[config.mk]
export PLATFORM = sky130hd
export DESIGN_NAME = dct_regs
export DESIGN_NICKNAME = d
export VERILOG_FILES = /design/src/shared/dct_pkg.sv /design/src/logic/dct_regs.sv /design/src/logic/dct_ramp.sv
export SDC_FILE = /design/constraint.sdc
export NUM_CORES = 1
export LEC_CHECK = 0
export ABC_AREA = 1
export BUFFER_PORTS_ARGS = -buffer_cell sky130_fd_sc_hd__buf_2
export CELL_PAD_IN_SITES_DETAIL_PLACEMENT = 1
export CELL_PAD_IN_SITES_GLOBAL_PLACEMENT = 2
export CORE_MARGIN = 10
export CORE_UTILIZATION = 35
export DETAILED_ROUTE_END_ITERATION = 8
export MAX_ROUTING_LAYER = met4
export PLACE_DENSITY_LB_ADDON = 0.12
export SLEW_MARGIN = 25
export SYNTH_ARGS = -nofsm -noshare
export SYNTH_HDL_FRONTEND = slang
export SYNTH_HIERARCHICAL = 1
export SYNTH_SLANG_ARGS = --single-unit
[constraint.sdc]
create_clock -name sys_clk -period 8.7 [get_ports sys_clk]
set_input_delay 0.435 -clock sys_clk [delete_from_list [all_inputs] [get_ports sys_clk]]
set_output_delay 0.435 -clock sys_clk [all_outputs]
set_load 0.05 [all_outputs]
[src/shared/dct_pkg.sv]
// Constants shared by the converter code and trim register bank
package dct_pkg;
  // Register indices; byte address is four times the index
  localparam logic [9:0]  IDX_OP        = 10'h001;
  localparam logic [9:0]  IDX_CODE      = 10'h021;
  localparam logic [9:0]  IDX_HI        = 10'h025;
  localparam logic [9:0]  IDX_LO        = 10'h026;
  localparam logic [9:0]  IDX_STATUS    = 10'h078;
  localparam logic [9:0]  IDX_IRQ_STAT  = 10'h080;
  localparam logic [9:0]  IDX_IRQ_MASK  = 10'h081;
  localparam logic [9:0]  IDX_CONFIG    = 10'h082;
  localparam logic [9:0]  IDX_FLAGS     = 10'h0D3;
  localparam logic [11:0] ADDR_OP       = {IDX_OP, 2'b00};
  localparam logic [11:0] ADDR_CODE     = {IDX_CODE, 2'b00};
  localparam logic [11:0] ADDR_HI       = {IDX_HI, 2'b00};
  localparam logic [11:0] ADDR_LO       = {IDX_LO, 2'b00};
  localparam logic [11:0] ADDR_STATUS   = {IDX_STATUS, 2'b00};
  localparam logic [11:0] ADDR_IRQ_STAT = {IDX_IRQ_STAT, 2'b00};
  localparam logic [11:0] ADDR_IRQ_MASK = {IDX_IRQ_MASK, 2'b00};
  localparam logic [11:0] ADDR_CONFIG   = {IDX_CONFIG, 2'b00};
  localparam logic [11:0] ADDR_FLAGS    = {IDX_FLAGS, 2'b00};
  // Code field bits 11-2, command byte bits 15-8
  localparam int          CODE_LSB      = 2;
  localparam int          CODE_MSB      = 11;
  localparam int          CMD_LSB       = 8;
  localparam int          CMD_MSB       = 15;
  localparam int          FAULT_BIT     = 9;
  localparam int          FLAG_HI_BIT   = 7;
  localparam int          FLAG_LO_BIT   = 6;
  localparam logic [9:0]  CODE_MASK8    = 10'h3FC;
  // Reset values
  localparam logic [9:0]  CODE_RESET    = 10'h000;
  localparam logic [7:0]  CMD_RESET     = 8'h00;
  localparam logic [2:0]  IRQ_RESET     = 3'h0;
  // Operation commands
  localparam logic [7:0]  CMD_OFF       = 8'h00;
  localparam logic [7:0]  CMD_ON        = 8'h80;
  localparam logic [7:0]  CMD_TRIM_HI   = 8'hA4;
  localparam logic [7:0]  CMD_TRIM_LO   = 8'h94;
  // Interrupt status bit positions
  localparam int          IRQ_FAULT     = 0;
  localparam int          IRQ_HI_DONE   = 1;
  localparam int          IRQ_LO_DONE   = 2;
  // Ramp step interval
  localparam int          CLK_NS        = 20;
  localparam int          STEP_NS       = 1000;
  localparam int          STEP_CYC      = STEP_NS / CLK_NS;
  localparam logic [7:0]  STEP_LAST     = 8'(STEP_CYC - 1);
endpackage

[src/logic/dct_regs.sv]
// APB register bank for converter code, trim codes and operation command
`timescale 1ns/100ps
`default_nettype none
// Functional notes
// Code write replaces active code at once
// Ten-bit code lives in bits 11-2
// Eight-bit mode ignores two lowest field bits
// Upper trim register at 25h, resets zero
// Lower trim register at 26h, resets zero
// Operation register at 01h, byte 15-8
// Command 00h turns off, 80h on
// Command A4h drives to upper trim
// Command 94h drives to lower trim
// Trim flag clears when code reaches target
// Bad value sets fault bit 9, W1C
// Turn-on resumes stored code; others ignored
module dct_regs (
  input  wire logic        sys_clk,
  input  wire logic        reset_n,
  input  wire logic        psel,
  input  wire logic        penable,
  input  wire logic        pwrite,
  input  wire logic [11:0] paddr,
  input  wire logic [31:0] pwdata,
  input  wire logic [3:0]  pstrb,
  output logic             pready,
  output logic [31:0]      prdata,
  output logic             pslverr,
  output logic [9:0]       dac_code,
  output logic             dac_enable,
  output logic             irq
);
  logic        rst_meta_reg;
  logic        rst_n_reg;
  logic [7:0]  op_cmd_reg;
  logic [9:0]  code_reg;
  logic [9:0]  hi_reg;
  logic [9:0]  lo_reg;
  logic        mode8_reg;
  logic        hi_flag_reg;
  logic        lo_flag_reg;
  logic [2:0]  stat_reg;
  logic [2:0]  mask_reg;
  logic [2:0]  stat_next;
  logic [2:0]  events;
  logic        hit_op;
  logic        hit_code;
  logic        hit_hi;
  logic        hit_lo;
  logic        hit_status;
  logic        hit_istat;
  logic        hit_imask;
  logic        hit_config;
  logic        hit_flags;
  logic        addr_ok;
  logic        access;
  logic        wr;
  logic [15:0] rd_word;
  logic [15:0] wdat;
  logic [9:0]  wfield;
  logic [7:0]  wcmd;
  logic        cmd_take;
  logic        cmd_bad;
  logic        take_on;
  logic        take_hi;
  logic        take_lo;
  logic        code_wr;
  logic        ramp_load;
  logic [9:0]  ramp_val;
  logic        ramp_start;
  logic [9:0]  ramp_target;
  logic        ramp_busy;
  logic        ramp_reached;

  // Reset release through two flops
  always_ff @(posedge sys_clk or negedge reset_n) begin
    if (!reset_n) begin
      rst_meta_reg <= 1'b0;
      rst_n_reg    <= 1'b0;
    end else begin
      rst_meta_reg <= 1'b1;
      rst_n_reg    <= rst_meta_reg;
    end
  end

  // Address decode
  assign hit_op     = (paddr == dct_pkg::ADDR_OP);
  assign hit_code   = (paddr == dct_pkg::ADDR_CODE);
  assign hit_hi     = (paddr == dct_pkg::ADDR_HI);
  assign hit_lo     = (paddr == dct_pkg::ADDR_LO);
  assign hit_status = (paddr == dct_pkg::ADDR_STATUS);
  assign hit_istat  = (paddr == dct_pkg::ADDR_IRQ_STAT);
  assign hit_imask  = (paddr == dct_pkg::ADDR_IRQ_MASK);
  assign hit_config = (paddr == dct_pkg::ADDR_CONFIG);
  assign hit_flags  = (paddr == dct_pkg::ADDR_FLAGS);
  assign addr_ok    = hit_op | hit_code | hit_hi | hit_lo | hit_status
                    | hit_istat | hit_imask | hit_config | hit_flags;

  // Access phase completes on the cycle pready is high
  assign access = psel & penable & pready;
  assign wr     = access & pwrite & addr_ok;

  // Read multiplexer, also the base for partial writes
  always_comb begin
    rd_word = 16'h0000;
    if (hit_op) begin
      rd_word = {op_cmd_reg, 8'h00};
    end else if (hit_code) begin
      rd_word = {4'h0, code_reg, 2'b00};
    end else if (hit_hi) begin
      rd_word = {4'h0, hi_reg, 2'b00};
    end else if (hit_lo) begin
      rd_word = {4'h0, lo_reg, 2'b00};
    end else if (hit_status) begin
      rd_word[dct_pkg::FAULT_BIT] = stat_reg[dct_pkg::IRQ_FAULT];
    end else if (hit_istat) begin
      rd_word = {13'h0000, stat_reg};
    end else if (hit_imask) begin
      rd_word = {13'h0000, mask_reg};
    end else if (hit_config) begin
      rd_word = {15'h0000, mode8_reg};
    end else if (hit_flags) begin
      rd_word[dct_pkg::FLAG_HI_BIT] = hi_flag_reg;
      rd_word[dct_pkg::FLAG_LO_BIT] = lo_flag_reg;
    end
  end

  // Byte-lane merge of write data
  assign wdat[15:8] = pstrb[1] ? pwdata[15:8] : rd_word[15:8];
  assign wdat[7:0]  = pstrb[0] ? pwdata[7:0] : rd_word[7:0];
  assign wcmd       = wdat[dct_pkg::CMD_MSB:dct_pkg::CMD_LSB];

  // Code field, low bits dropped in eight-bit mode
  assign wfield = mode8_reg
                ? (wdat[dct_pkg::CODE_MSB:dct_pkg::CODE_LSB] & dct_pkg::CODE_MASK8)
                : wdat[dct_pkg::CODE_MSB:dct_pkg::CODE_LSB];

  // Command decode
  assign cmd_take = wr & hit_op & pstrb[1];
  assign cmd_bad  = cmd_take & (wcmd != dct_pkg::CMD_OFF) & (wcmd != dct_pkg::CMD_ON)
                  & (wcmd != dct_pkg::CMD_TRIM_HI) & (wcmd != dct_pkg::CMD_TRIM_LO);
  assign take_on  = cmd_take & (wcmd == dct_pkg::CMD_ON);
  assign take_hi  = cmd_take & (wcmd == dct_pkg::CMD_TRIM_HI);
  assign take_lo  = cmd_take & (wcmd == dct_pkg::CMD_TRIM_LO);
  assign code_wr  = wr & hit_code & (pstrb[1:0] != 2'b00);

  // Ramp control: code write or turn-on loads, trim commands start a move
  assign ramp_load   = code_wr | take_on;
  assign ramp_val    = code_wr ? wfield : code_reg;
  assign ramp_start  = take_hi | take_lo;
  assign ramp_target = take_hi ? hi_reg : lo_reg;

  dct_ramp u_ramp (
    .sys_clk  (sys_clk),
    .rst_n    (rst_n_reg),
    .load     (ramp_load),
    .load_val (ramp_val),
    .start    (ramp_start),
    .target   (ramp_target),
    .code     (dac_code),
    .busy     (ramp_busy),
    .reached  (ramp_reached)
  );

  // APB answer: one wait-free access phase, registered
  always_ff @(posedge sys_clk or negedge rst_n_reg) begin
    if (!rst_n_reg) begin
      pready  <= 1'b0;
      prdata  <= 32'h0000_0000;
      pslverr <= 1'b0;
    end else begin
      pready  <= psel & ~penable;
      pslverr <= psel & ~penable & ~addr_ok;
      if (psel && !penable && !pwrite) begin
        prdata <= {16'h0000, rd_word};
      end
    end
  end

  // Data registers
  always_ff @(posedge sys_clk or negedge rst_n_reg) begin
    if (!rst_n_reg) begin
      code_reg <= dct_pkg::CODE_RESET;
      hi_reg   <= dct_pkg::CODE_RESET;
      lo_reg   <= dct_pkg::CODE_RESET;
    end else if (wr) begin
      if (hit_code) begin
        code_reg <= wfield;
      end
      if (hit_hi) begin
        hi_reg <= wfield;
      end
      if (hit_lo) begin
        lo_reg <= wfield;
      end
    end
  end

  // Operation command byte and variant select
  always_ff @(posedge sys_clk or negedge rst_n_reg) begin
    if (!rst_n_reg) begin
      op_cmd_reg <= dct_pkg::CMD_RESET;
      mode8_reg  <= 1'b0;
    end else begin
      if (cmd_take) begin
        op_cmd_reg <= wcmd;
      end
      if (wr && hit_config && pstrb[0]) begin
        mode8_reg <= pwdata[0];
      end
    end
  end

  // Output enable follows the command; unknown values leave it alone
  always_ff @(posedge sys_clk or negedge rst_n_reg) begin
    if (!rst_n_reg) begin
      dac_enable <= 1'b0;
    end else if (cmd_take) begin
      if (wcmd == dct_pkg::CMD_OFF) begin
        dac_enable <= 1'b0;
      end else if (take_on || take_hi || take_lo) begin
        dac_enable <= 1'b1;
      end
    end
  end

  // Trim move flags, cleared on arrival or a new code
  always_ff @(posedge sys_clk or negedge rst_n_reg) begin
    if (!rst_n_reg) begin
      hi_flag_reg <= 1'b0;
      lo_flag_reg <= 1'b0;
    end else if (code_wr || take_on || (cmd_take && wcmd == dct_pkg::CMD_OFF)) begin
      hi_flag_reg <= 1'b0;
      lo_flag_reg <= 1'b0;
    end else if (take_hi) begin
      hi_flag_reg <= 1'b1;
      lo_flag_reg <= 1'b0;
    end else if (take_lo) begin
      lo_flag_reg <= 1'b1;
      hi_flag_reg <= 1'b0;
    end else if (ramp_reached) begin
      hi_flag_reg <= 1'b0;
      lo_flag_reg <= 1'b0;
    end
  end

  // Event sources
  assign events[dct_pkg::IRQ_FAULT]   = cmd_bad | (access & pwrite & ~addr_ok);
  assign events[dct_pkg::IRQ_HI_DONE] = ramp_reached & hi_flag_reg & ~ramp_start & ~ramp_load;
  assign events[dct_pkg::IRQ_LO_DONE] = ramp_reached & lo_flag_reg & ~ramp_start & ~ramp_load;

  // Sticky status: write one clears, a new event wins
  always_comb begin
    stat_next = stat_reg;
    if (wr && hit_istat && pstrb[0]) begin
      stat_next = stat_next & ~pwdata[2:0];
    end
    if (wr && hit_status && pstrb[1] && pwdata[dct_pkg::FAULT_BIT]) begin
      stat_next[dct_pkg::IRQ_FAULT] = 1'b0;
    end
    stat_next = stat_next | events;
  end

  // Status, mask and interrupt line
  always_ff @(posedge sys_clk or negedge rst_n_reg) begin
    if (!rst_n_reg) begin
      stat_reg <= dct_pkg::IRQ_RESET;
      mask_reg <= dct_pkg::IRQ_RESET;
      irq      <= 1'b0;
    end else begin
      stat_reg <= stat_next;
      if (wr && hit_imask && pstrb[0]) begin
        mask_reg <= pwdata[2:0];
      end
      irq <= |(stat_reg & mask_reg);
    end
  end

  // Checks
  chk_code_write_load: assert property (@(posedge sys_clk) disable iff (!rst_n_reg)
    code_wr |=> dac_code == $past(wfield))
    else $error("code write did not reach active code");

  chk_field_align: assert property (@(posedge sys_clk) disable iff (!rst_n_reg)
    (wr && hit_hi && pstrb == 4'hF && !mode8_reg)
      |=> hi_reg == $past(pwdata[11:2]))
    else $error("upper trim field misaligned");

  chk_mode8_drop: assert property (@(posedge sys_clk) disable iff (!rst_n_reg)
    (code_wr && mode8_reg) |=> dac_code[1:0] == 2'b00)
    else $error("eight-bit code kept low bits");

  chk_lo_readback: assert property (@(posedge sys_clk) disable iff (!rst_n_reg)
    (wr && hit_lo && pstrb == 4'hF && !mode8_reg)
      |=> lo_reg == $past(pwdata[11:2]) ##1 !$changed(lo_reg) || $past(wr))
    else $error("lower trim write lost");

  chk_op_store: assert property (@(posedge sys_clk) disable iff (!rst_n_reg)
    (cmd_take && pstrb[1]) |=> op_cmd_reg == $past(pwdata[15:8]))
    else $error("command byte not stored");

  chk_off_cmd: assert property (@(posedge sys_clk) disable iff (!rst_n_reg)
    (cmd_take && wcmd == dct_pkg::CMD_OFF) |=> !dac_enable)
    else $error("off command left output on");

  chk_on_resume: assert property (@(posedge sys_clk) disable iff (!rst_n_reg)
    take_on |=> dac_enable && dac_code == $past(code_reg))
    else $error("turn-on did not resume stored code");

  chk_hi_move: assert property (@(posedge sys_clk) disable iff (!rst_n_reg)
    take_hi |=> hi_flag_reg && !lo_flag_reg && ramp_busy)
    else $error("upper trim move not started");

  chk_lo_move: assert property (@(posedge sys_clk) disable iff (!rst_n_reg)
    take_lo |=> lo_flag_reg && !hi_flag_reg && ramp_busy)
    else $error("lower trim move not started");

  // Any command or code write may cancel a move, so only arrivals count
  chk_hi_arrive: assert property (@(posedge sys_clk) disable iff (!rst_n_reg)
    $fell(hi_flag_reg) && !$past(ramp_load) && !$past(ramp_start) && !$past(cmd_take)
      |-> dac_code == hi_reg)
    else $error("upper flag cleared before arrival");

  chk_lo_arrive: assert property (@(posedge sys_clk) disable iff (!rst_n_reg)
    $fell(lo_flag_reg) && !$past(ramp_load) && !$past(cmd_take)
      |-> dac_code == lo_reg)
    else $error("lower flag cleared before arrival");

  chk_trim_enable: assert property (@(posedge sys_clk) disable iff (!rst_n_reg)
    (take_hi || take_lo) |=> dac_enable)
    else $error("trim command left output off");

  chk_fault_set: assert property (@(posedge sys_clk) disable iff (!rst_n_reg)
    cmd_bad |=> stat_reg[0] ##1 irq || !mask_reg[0])
    else $error("bad command did not raise fault");

  chk_irq_level: assert property (@(posedge sys_clk) disable iff (!rst_n_reg)
    (stat_reg[dct_pkg::IRQ_FAULT] && mask_reg[dct_pkg::IRQ_FAULT]) |=> irq)
    else $error("unmasked fault did not raise interrupt");

  chk_fault_clear: assert property (@(posedge sys_clk) disable iff (!rst_n_reg)
    (wr && hit_status && pstrb[1] && pwdata[dct_pkg::FAULT_BIT]
      && !events[dct_pkg::IRQ_FAULT]) |=> !stat_reg[dct_pkg::IRQ_FAULT])
    else $error("fault flag not cleared by one");

  chk_bad_ignored: assert property (@(posedge sys_clk) disable iff (!rst_n_reg)
    cmd_bad |=> $stable(dac_enable) && $stable(dac_code))
    else $error("unknown command changed output");
endmodule
`default_nettype wire

[src/logic/dct_ramp.sv]
// Active code holder that steps toward a trim target one LSB per interval
`timescale 1ns/100ps
`default_nettype none
module dct_ramp (
  input  wire logic       sys_clk,
  input  wire logic       rst_n,
  input  wire logic       load,
  input  wire logic [9:0] load_val,
  input  wire logic       start,
  input  wire logic [9:0] target,
  output logic [9:0]      code,
  output logic            busy,
  output logic            reached
);
  logic [9:0] tgt_reg;
  logic [7:0] tick_reg;
  logic       tick;

  assign tick = (tick_reg == dct_pkg::STEP_LAST);

  // Step interval timer
  always_ff @(posedge sys_clk or negedge rst_n) begin
    if (!rst_n) begin
      tick_reg <= 8'h00;
    end else if (start || load || tick || !busy) begin
      tick_reg <= 8'h00;
    end else begin
      tick_reg <= tick_reg + 8'h01;
    end
  end

  // Code, target and completion pulse
  always_ff @(posedge sys_clk or negedge rst_n) begin
    if (!rst_n) begin
      code    <= dct_pkg::CODE_RESET;
      tgt_reg <= dct_pkg::CODE_RESET;
      busy    <= 1'b0;
      reached <= 1'b0;
    end else begin
      reached <= 1'b0;
      if (load) begin
        code <= load_val;
        busy <= 1'b0;
      end else if (start) begin
        tgt_reg <= target;
        busy    <= 1'b1;
      end else if (busy) begin
        if (code == tgt_reg) begin
          busy    <= 1'b0;
          reached <= 1'b1;
        end else if (tick) begin
          code <= (code < tgt_reg) ? code + 10'h001 : code - 10'h001;
        end
      end
    end
  end
endmodule
`default_nettype wire

==> flow_summary.yaml, run 1 <==
setup_path:
  slowest_delay_ns: 0.64
  crit_path_end_kind: "flip-flop"
  crit_type: "in2reg"
  cp_max_fo: 20
  worstPathRequired_ns: 8.94
  r2r_setup_slack_ns: 4.84
  critPathTopFamily: "simple AND/OR/NAND/NOR gates"
  critPathBufInv: 2
  cp_slowest_cell: "nand2_1"
  startpoint_type: "input port"
  crit_chain: "buf_2, nor2_1, nand2_2, nor2_4, nand2_2, or2_0, nand2_1, nand3_1, a21oi_1, nand2_1, nor2_2, nand4_1, nand2_1, clkinv_1, nand2_1, mux2_2"
  worst_ep_arrival_time_ns: 4.41
  rr_worst_depth: 14
  critPathMostFrequentCell: "nand2_1"
  worst-path-stages: 16
placed_design:
  dpl.hpwl_um: 14800
  gp_congestion: 0.874
  dpl-instance-area_um2: 6440
  port_buffers: 64
layout:
  final_net_count: 935
  top_register: "prdata"
  post-route-util_pct: 40.5
  antennaDiodeCount: 0
  largest_register_ffs: 16
  areaGrowthSynthToFinish_pct: 13.0
  fin_area_um2: 6740
  layout-drive-gt1-share_pct: 15.8
synth:
  seq_area_frac_synth_pct: 41.5
  async_reset_ff_share_pct: 100
  synth_flop_cell: "dfrtp_1"
  ys_seq_elements: 99
  ys_types: 49
  yosys.area.top_type: "dfrtp_1"
  syn_area_um2: 5960
  synth_top_cell_area_share_pct: 41.5
  syn_inst: 798
  synth_edf_count: 0
  ys_warn_count: 6
  avgSynthCellArea_um2: 7.47
  synth_most_common_cell: "nand2_1"
  synth_area_leaders: "dfrtp_1 42%, nand2_1 15%, inv_1 5.7%, nand3_1 4.9%, o21ai_0 4.5%"
  synth_common_cells: "241 x nand2_1, 99 x dfrtp_1, 90 x inv_1"
timing:
  maxSlewHeadroom_pct: 43.9
  hold_ws_ns: 0.267
  max_freq_mhz: 240
  finalSetupTns_ns: 0
  finalSetupViolCount: 0
  drv_slew: 0
  fin_crit_sh_pct: 47.9
  finClkSkew_ns: 0.00822
  max_slew.worst_pin.slew_ns: 0.842
  post-route-min-period_ns: 4.17
  rsz0062_at_grt: "false"
  hold_viol: 0
clock_tree:
  insertion_delay_ns: 0.36
  clockBufferDepth: 2
  post_cts_resized: 0
  cts_made_buffers: 9
  root_buffer: "clkbuf_16"
  cts_setup_buffers: 0
  htreeDepth: 3
  clk_pin_slew_ns: 0.07
  cts_tree: "done"
  cts_sinks: 99
grt:
  grt_pass1_vias: 5757
  grt_first_pass_wirelength_um: 30400
  antenna_found_initial: 0
  grt-ovfl-total: 0
  grt_max_degree: 65
  track_usage_pct: 17.4
route:
  wl_per_cell_um: 17.0
  post-route-drc-count: 0
  drtIter0Drc: 294
  dr.pass1.iters: 4
  vias: 5446
  wirelength_um: 18500
  vias_per_cell: 5.01
  ant_nets: 0
pwr:
  ir_drop_mv: 0.0959
  power_density_nw_per_um2: 141
  p_leak_nw: 3.51
floorplan:
  die_y_um: 151
  io_pins: 99
  start_util_pct: 35.8
  row_count: 47
  die_w_um: 151
  fp.coreArea_um2: 16600
  die-area_um2: 22700
run_status:
  status: "completed"
hold_path:
  hold_path_class: "in2reg"
  whs_path_depth: 2
run:
  drv_cap: 0
==> cell families after synthesis <==
group | count (synthesis) | share of synthesized area [%]
simple gates | 426 | 31.9
buf+inv | 127 | 9.40
compound gates | 115 | 11.2
flops | 99 | 41.5
fa+ha+maj | 21 | 4.53
xor+xnor | 4 | 0.588
mux | 4 | 0.713
other cells | 2 | 0.126
==> layout by cell type, fill, tap and decap left out, types with 9 or more instances in the layout <==
cell type    n
nor2_1      62
o21ai_0     54
a21oi_1     21
clkbuf_16    9
nand2_2      9
dfrtp_1     98
ha_1        20
nor2_2      16
nand4_1     12
inv_1       90
conb_1      17
nand3_1     58
buf_2       64
nand2_1    241
==> layout make-up <==
class / count / area (um^2)
inverters: 97 / 369
flip-flops and latches: 99 / 2480
multi-input cells: 587 / 2980
clock buffers: 10 / 239
clock inverters: 6 / 46.3
fillers: 2138 / 9900
repair buffers: 67 / 345
well taps: 220 / 275
==> worst paths after layout <==
kind,startpoint,endpoint
max in group asynchronous,rst_n_reg$_DFF_PN0_,prdata[6]$_DFFE_PN0P_
min in group asynchronous,rst_n_reg$_DFF_PN0_,u_ramp/tick_reg[2]$_DFF_PN0_
worst min register to register,rst_n_reg$_DFF_PN0_,u_ramp/tick_reg[2]$_DFF_PN0_
worst max-delay path,paddr[1],u_ramp/tgt_reg[0]$_DFFE_PN0P_
worst max register to register,stat_reg[0]$_DFF_PN0_,u_ramp/tgt_reg[0]$_DFFE_PN0P_
worst min-delay path,penable,pready$_DFF_PN0_
==> where the power goes <==
group	leakage, nW	internal, mW	switching [mW]
logic	2.11	0.0186	0.0662
clock network	0.135	0.204	0.189
registers	1.26	0.465	0.00642
==> through the flow <==
stage	power [mW]	cells	worst slack, ns
finish	0.949	1086	4.53
detailed placement	0.566	1069	4.09
global placement	0.564	1069	4.15
floorplan	0.544	813	5.74
CTS	0.963	1086	4.45
global route	0.990	1086	3.99
==> layer usage <==
metal  GRT usage [%]  share of wire [%]  vias up
li1                -                  -     2671
met1            23.1                 49     2678
met2            27.3                 47       84
met3            2.52                3.8       13
met4            4.28               0.92        0
met5               -                  0        -
==> what timing repair did <==
action / in CTS / in global routing
hold endpoints to repair: 2 / 0
endpoints found under the setup margin: 0 / 0
hold buffers: 1 / 0
(Power assumes the default switching activity.)
==> inputs of run 2 (changes only) <==
- CORE_UTILIZATION: 35 -> 32
- clock period: 8.7 -> 4.1 ns (I/O delays scaled with it)
==> run 2 against run 1 <==
Compared with the run above: global-route usage down 0.73 points; via count down 0.81%; design area up 1.7%.
==> flow_summary.yaml, run 2 (synthesis results as in run 1) <==
timing:
  max_freq_mhz: 321
  finalSetupTns_ns: 0
  rsz0062_at_grt: "false"
  setup_slack_ns: 0.985
  drv_slew: 0
  fin_crit_sh_pct: 76.0
  max_slew.worst_pin.slew_ns: 0.620
  maxSlewHeadroom_pct: 58.7
  hold_ws_ns: 0.0164
  finClkSkew_ns: 0.00818
  finalSetupViolCount: 0
  post-route-min-period_ns: 3.12
  hold_viol: 0
clock_tree:
  root_buffer: "clkbuf_16"
  insertion_delay_ns: 0.36
  clk_pin_slew_ns: 0.08
  cts_setup_buffers: 0
  cts_sinks: 99
  clockBufferDepth: 2
  post_cts_resized: 0
  htreeDepth: 3
  cts_made_buffers: 9
  cts_tree: "done"
  cts_hold_buffers: 1
layout:
  layout_common_cells: "241 x nand2_1, 98 x dfrtp_1, 90 x inv_1"
  mostFrequentLayoutCell: "nand2_1"
  instances_no_fill: 1104
  layout-drive-gt1-share_pct: 16.6
  largest_register_ffs: 16
  areaGrowthSynthToFinish_pct: 14.9
  antennaDiodeCount: 0
  final_net_count: 944
  post-route-util_pct: 37.8
  fin_area_um2: 6850
  top_register: "prdata"
setup_path:
  worst_ep_arrival_time_ns: 3.36
  crit_type: "reg2reg"
  startpoint_type: "flip-flop"
  worstPathRequired_ns: 4.34
  crit_path_end_kind: "flip-flop"
  cp_max_fo: 10
placed_design:
  port_buffers: 64
  gp_congestion: 0.887
  dp_slack_ns: 0.811
  place_inst: 1086
  dpl.hpwl_um: 15100
  dpl-instance-area_um2: 6510
grt:
  grt_first_pass_wirelength_um: 31700
  grt_pass1_vias: 5919
  antenna_found_initial: 0
  track_usage_pct: 16.7
  grt-ovfl-total: 0
  grt_max_degree: 71
pwr:
  power_mw: 2.09
  ir_drop_mv: 0.198
  power_density_nw_per_um2: 306
  p_leak_nw: 3.57
floorplan:
  row_count: 49
  die-area_um2: 24500
  die_y_um: 157
  fp.coreArea_um2: 18100
  io_pins: 99
  die_w_um: 157
  start_util_pct: 32.9
route:
  vias: 5402
  dr.pass1.iters: 4
  wl_per_cell_um: 17.3
  drtIter0Drc: 228
  post-route-drc-count: 0
  ant_nets: 0
  wirelength_um: 19100
  vias_per_cell: 4.89
run_status:
  status: "completed"
hold_path:
  hold_path_class: "in2reg"
run:
  drv_cap: 0
[run 2: worst max-delay path, cell delays in order, from the launching register on]
cell and delay, ns:
dfrtp_1 0.45, ha_1 0.33, nand2_1 0.07, nor2_1 0.21, nand3_1 0.16, nand3_1 0.43, inv_1 0.12, fa_1 0.43
o21ai_1 0.31, nand4_1 0.17, nand2_1 0.10, nand2_1 0.05, nand3_1 0.08, nand3_1 0.08
[run 2: power by group]
part	switching (mW)	internal, mW
combinational	0.143	0.0422
clock	0.427	0.483
sequential	0.0127	0.987
total	0.583	1.51
[run 2: layer usage]
metal	part of all wire (%)	vias up	wire length, um	GRT usage (%)
li1	-	2685	-	-
met1	50	2622	9520	22.2
met2	46	85	8750	26.0
met3	3.4	10	653	2.85
met4	0.81	0	154	3.60
met5	0	-	0	-
[run 2: layout make-up]
cell class,count,area (um^2)
clock buffer,10,229
clock inverter,6,71.3
fill,2300,11300
inverter,97,369
multi-input combinational,587,2980
sequential,99,2480
tap,229,287
timing repair buffer,76,433
[run 2: worst paths after layout]
path	start	to	slack [ns]	cells after the start
worst max-delay path	u_ramp/code[9]$_DFFE_PN0P_	u_ramp/code[8]$_DFFE_PN0P_	0.98	13
worst min-delay path	penable	pready$_DFF_PN0_	0.02	2
worst max register to register	u_ramp/code[9]$_DFFE_PN0P_	u_ramp/code[8]$_DFFE_PN0P_	0.98	13
worst min register to register	rst_n_reg$_DFF_PN0_	u_ramp/tick_reg[0]$_DFF_PN0_	0.27	0
max in group asynchronous	rst_n_reg$_DFF_PN0_	code_reg[7]$_DFFE_PN0P_	2.81	2
min in group asynchronous	reset_n	rst_n_reg$_DFF_PN0_	0.15	2
==> inputs of run 3 (changes only) <==
- CORE_UTILIZATION: 32 -> 29
- clock period: 4.1 -> 2.5 ns (I/O delays scaled with it)
==> run 3 against run 2 <==
Compared with the run above: critical path depth grew 6; die area grew 9.0%; largest cell class unchanged; worst hold slack gained 0.037 ns; sequential power grew 64%; fmax grew 27%.
==> flow_summary.yaml, run 3 (synthesis results as in run 1) <==
grt:
  grt_first_pass_wirelength_um: 33200
  grt-ovfl-total: 0
  grt_pass1_vias: 6417
  antenna_found_initial: 0
  track_usage_pct: 16.0
  grt_max_degree: 63
timing:
  finClkSkew_ns: 0.00673
  hold_ws_ns: 0.0535
  maxSlewHeadroom_pct: 65.7
  finalSetupViolCount: 0
  rsz0062_at_grt: "true"
  fin_crit_sh_pct: 98.4
  hold_viol: 0
  post-route-min-period_ns: 2.46
  max_freq_mhz: 407
  drv_slew: 0
  max_slew.worst_pin.slew_ns: 0.515
setup_path:
  cp_max_fo: 5
  startpoint_type: "flip-flop"
  rr_worst_depth: 19
  reg2reg_to: "u_ramp/code[9]$_DFFE_PN0P_"
  worstPathRequired_ns: 2.75
  crit_path_start: "u_ramp/code[9]$_DFFE_PN0P_"
  crit_type: "reg2reg"
  crit_path_end_kind: "flip-flop"
  crit_end: "u_ramp/code[9]$_DFFE_PN0P_"
  worst_ep_arrival_time_ns: 2.71
  r2r_setup_slack_ns: 0.04
  rr_startpoint: "u_ramp/code[9]$_DFFE_PN0P_"
placed_design:
  port_buffers: 64
  place_inst: 1223
  gp_congestion: 0.857
  dpl.hpwl_um: 16500
hold_path:
  min_from: "pwdata[1]"
  whs_path_depth: 3
  hold_path_class: "in2reg"
layout:
  layout_common_cells: "223 x nand2_1, 111 x buf_4, 88 x dfrtp_1"
  multi_input_area_um2: 3410
  final_net_count: 1054
  layout-drive-gt1-share_pct: 33.8
  seq_area_um2: 2490
  largest_register_ffs: 16
  mostFrequentLayoutCell: "nand2_1"
  areaGrowthSynthToFinish_pct: 37.2
  instances_no_fill: 1255
  nFillCells: 2480
  top_register: "prdata"
  antennaDiodeCount: 0
pwr:
  ir_drop_mv: 0.325
  power_density_nw_per_um2: 418
  p_leak_nw: 4.15
  power_mw: 3.42
run:
  drv_cap: 0
clock_tree:
  cts_made_buffers: 9
  htreeDepth: 3
  cts_sinks: 99
  root_buffer: "clkbuf_16"
  clockBufferDepth: 2
  clk_pin_slew_ns: 0.07
  insertion_delay_ns: 0.36
  cts_tree: "done"
route:
  vias: 5852
  drtIter0Drc: 177
  wl_per_cell_um: 16.3
  dr.pass1.iters: 4
  ant_nets: 0
  wirelength_um: 20500
  post-route-drc-count: 0
  vias_per_cell: 4.66
floorplan:
  die_y_um: 163
  start_util_pct: 29.5
  row_count: 52
  io_pins: 99
  die-area_um2: 26700
  die_w_um: 163
  fp.coreArea_um2: 20200
run_status:
  status: "completed"
==> run 3: final cells by class <==
class,count,share of cell area [%]
clock inverters,6,0.688
flip-flops and latches,99,30.5
multi-input cells,588,41.7
repair buffers,185,15.5
well taps,270,4.13
inverters,97,4.53
clock buffers,10,2.92
==> run 3: worst min-delay path by stage <==
stage,end,slack [ns]
detailed placement,rst_meta_reg$_DFF_PN0_,-0.09
global route,mode8_reg$_DFFE_PN0P_,0.06
CTS,rst_n_reg$_DFF_PN0_,0.05
floorplan,rst_meta_reg$_DFF_PN0_,-0.17
global placement,rst_meta_reg$_DFF_PN0_,-0.09
finish,mask_reg[1]$_DFFE_PN0P_,0.05
==> run 3: critical path: stages, from the launching register on <==
cell     delay [ns]
dfrtp_2        0.43
ha_4           0.26
nand2_1        0.09
nand2_2        0.07
a21oi_4        0.17
nand3_4        0.15
buf_6          0.15
ha_4           0.26
nand2_2        0.08
inv_1          0.07
nand2_1        0.06
nand2_1        0.06
nand2_2        0.06
nand2_2        0.06
nor2_4         0.10
inv_1          0.05
nand2_1        0.06
nand3_1        0.06
nand2_1        0.07
nand2_1        0.05
==> run 3: where the power goes <==
group          leakage [nW]  internal (mW)  switching [mW]
Sequential             1.25           1.62          0.0209
Clock                 0.143          0.725           0.708
Combinational          2.76          0.100           0.244
Total                  4.15           2.44           0.973
==> run 3: metrics by stage <==
step / TNS [ns] / setup slack, ns / util, % / cell area, um^2
detailed placement: -7.23 / -0.345 / 36.4 / 7370
floorplan: 0 / 0.00748 / - / 6090
global route: -0.557 / -0.148 / 40.4 / 8180
global placement: -5.57 / -0.309 / 36.4 / 7370
finish: 0 / 0.0411 / 40.4 / 8180
CTS: -0.00180 / -0.00180 / 39.1 / 7910
==> run 3: layer usage <==
metal | track usage (%) | up-vias | wire length, um | part of all wire, %
li1 | - | 2906 | - | -
met1 | 20.4 | 2862 | 9880 | 48
met2 | 26.3 | 68 | 9900 | 48
met3 | 2.32 | 16 | 459 | 2.2
met4 | 3.85 | 0 | 248 | 1.2
met5 | - | - | 0 | 0
==> run 3: what timing repair did <==
action | CTS | global route
setup endpoints to repair | 20 | 29
gates resized for setup | 32 | 54
hold buffers | 3 | 0
cloned | 1 | 0
hold endpoints to repair | 3 | 0
buffers inserted | 7 | 5
pin swaps | 12 | 17
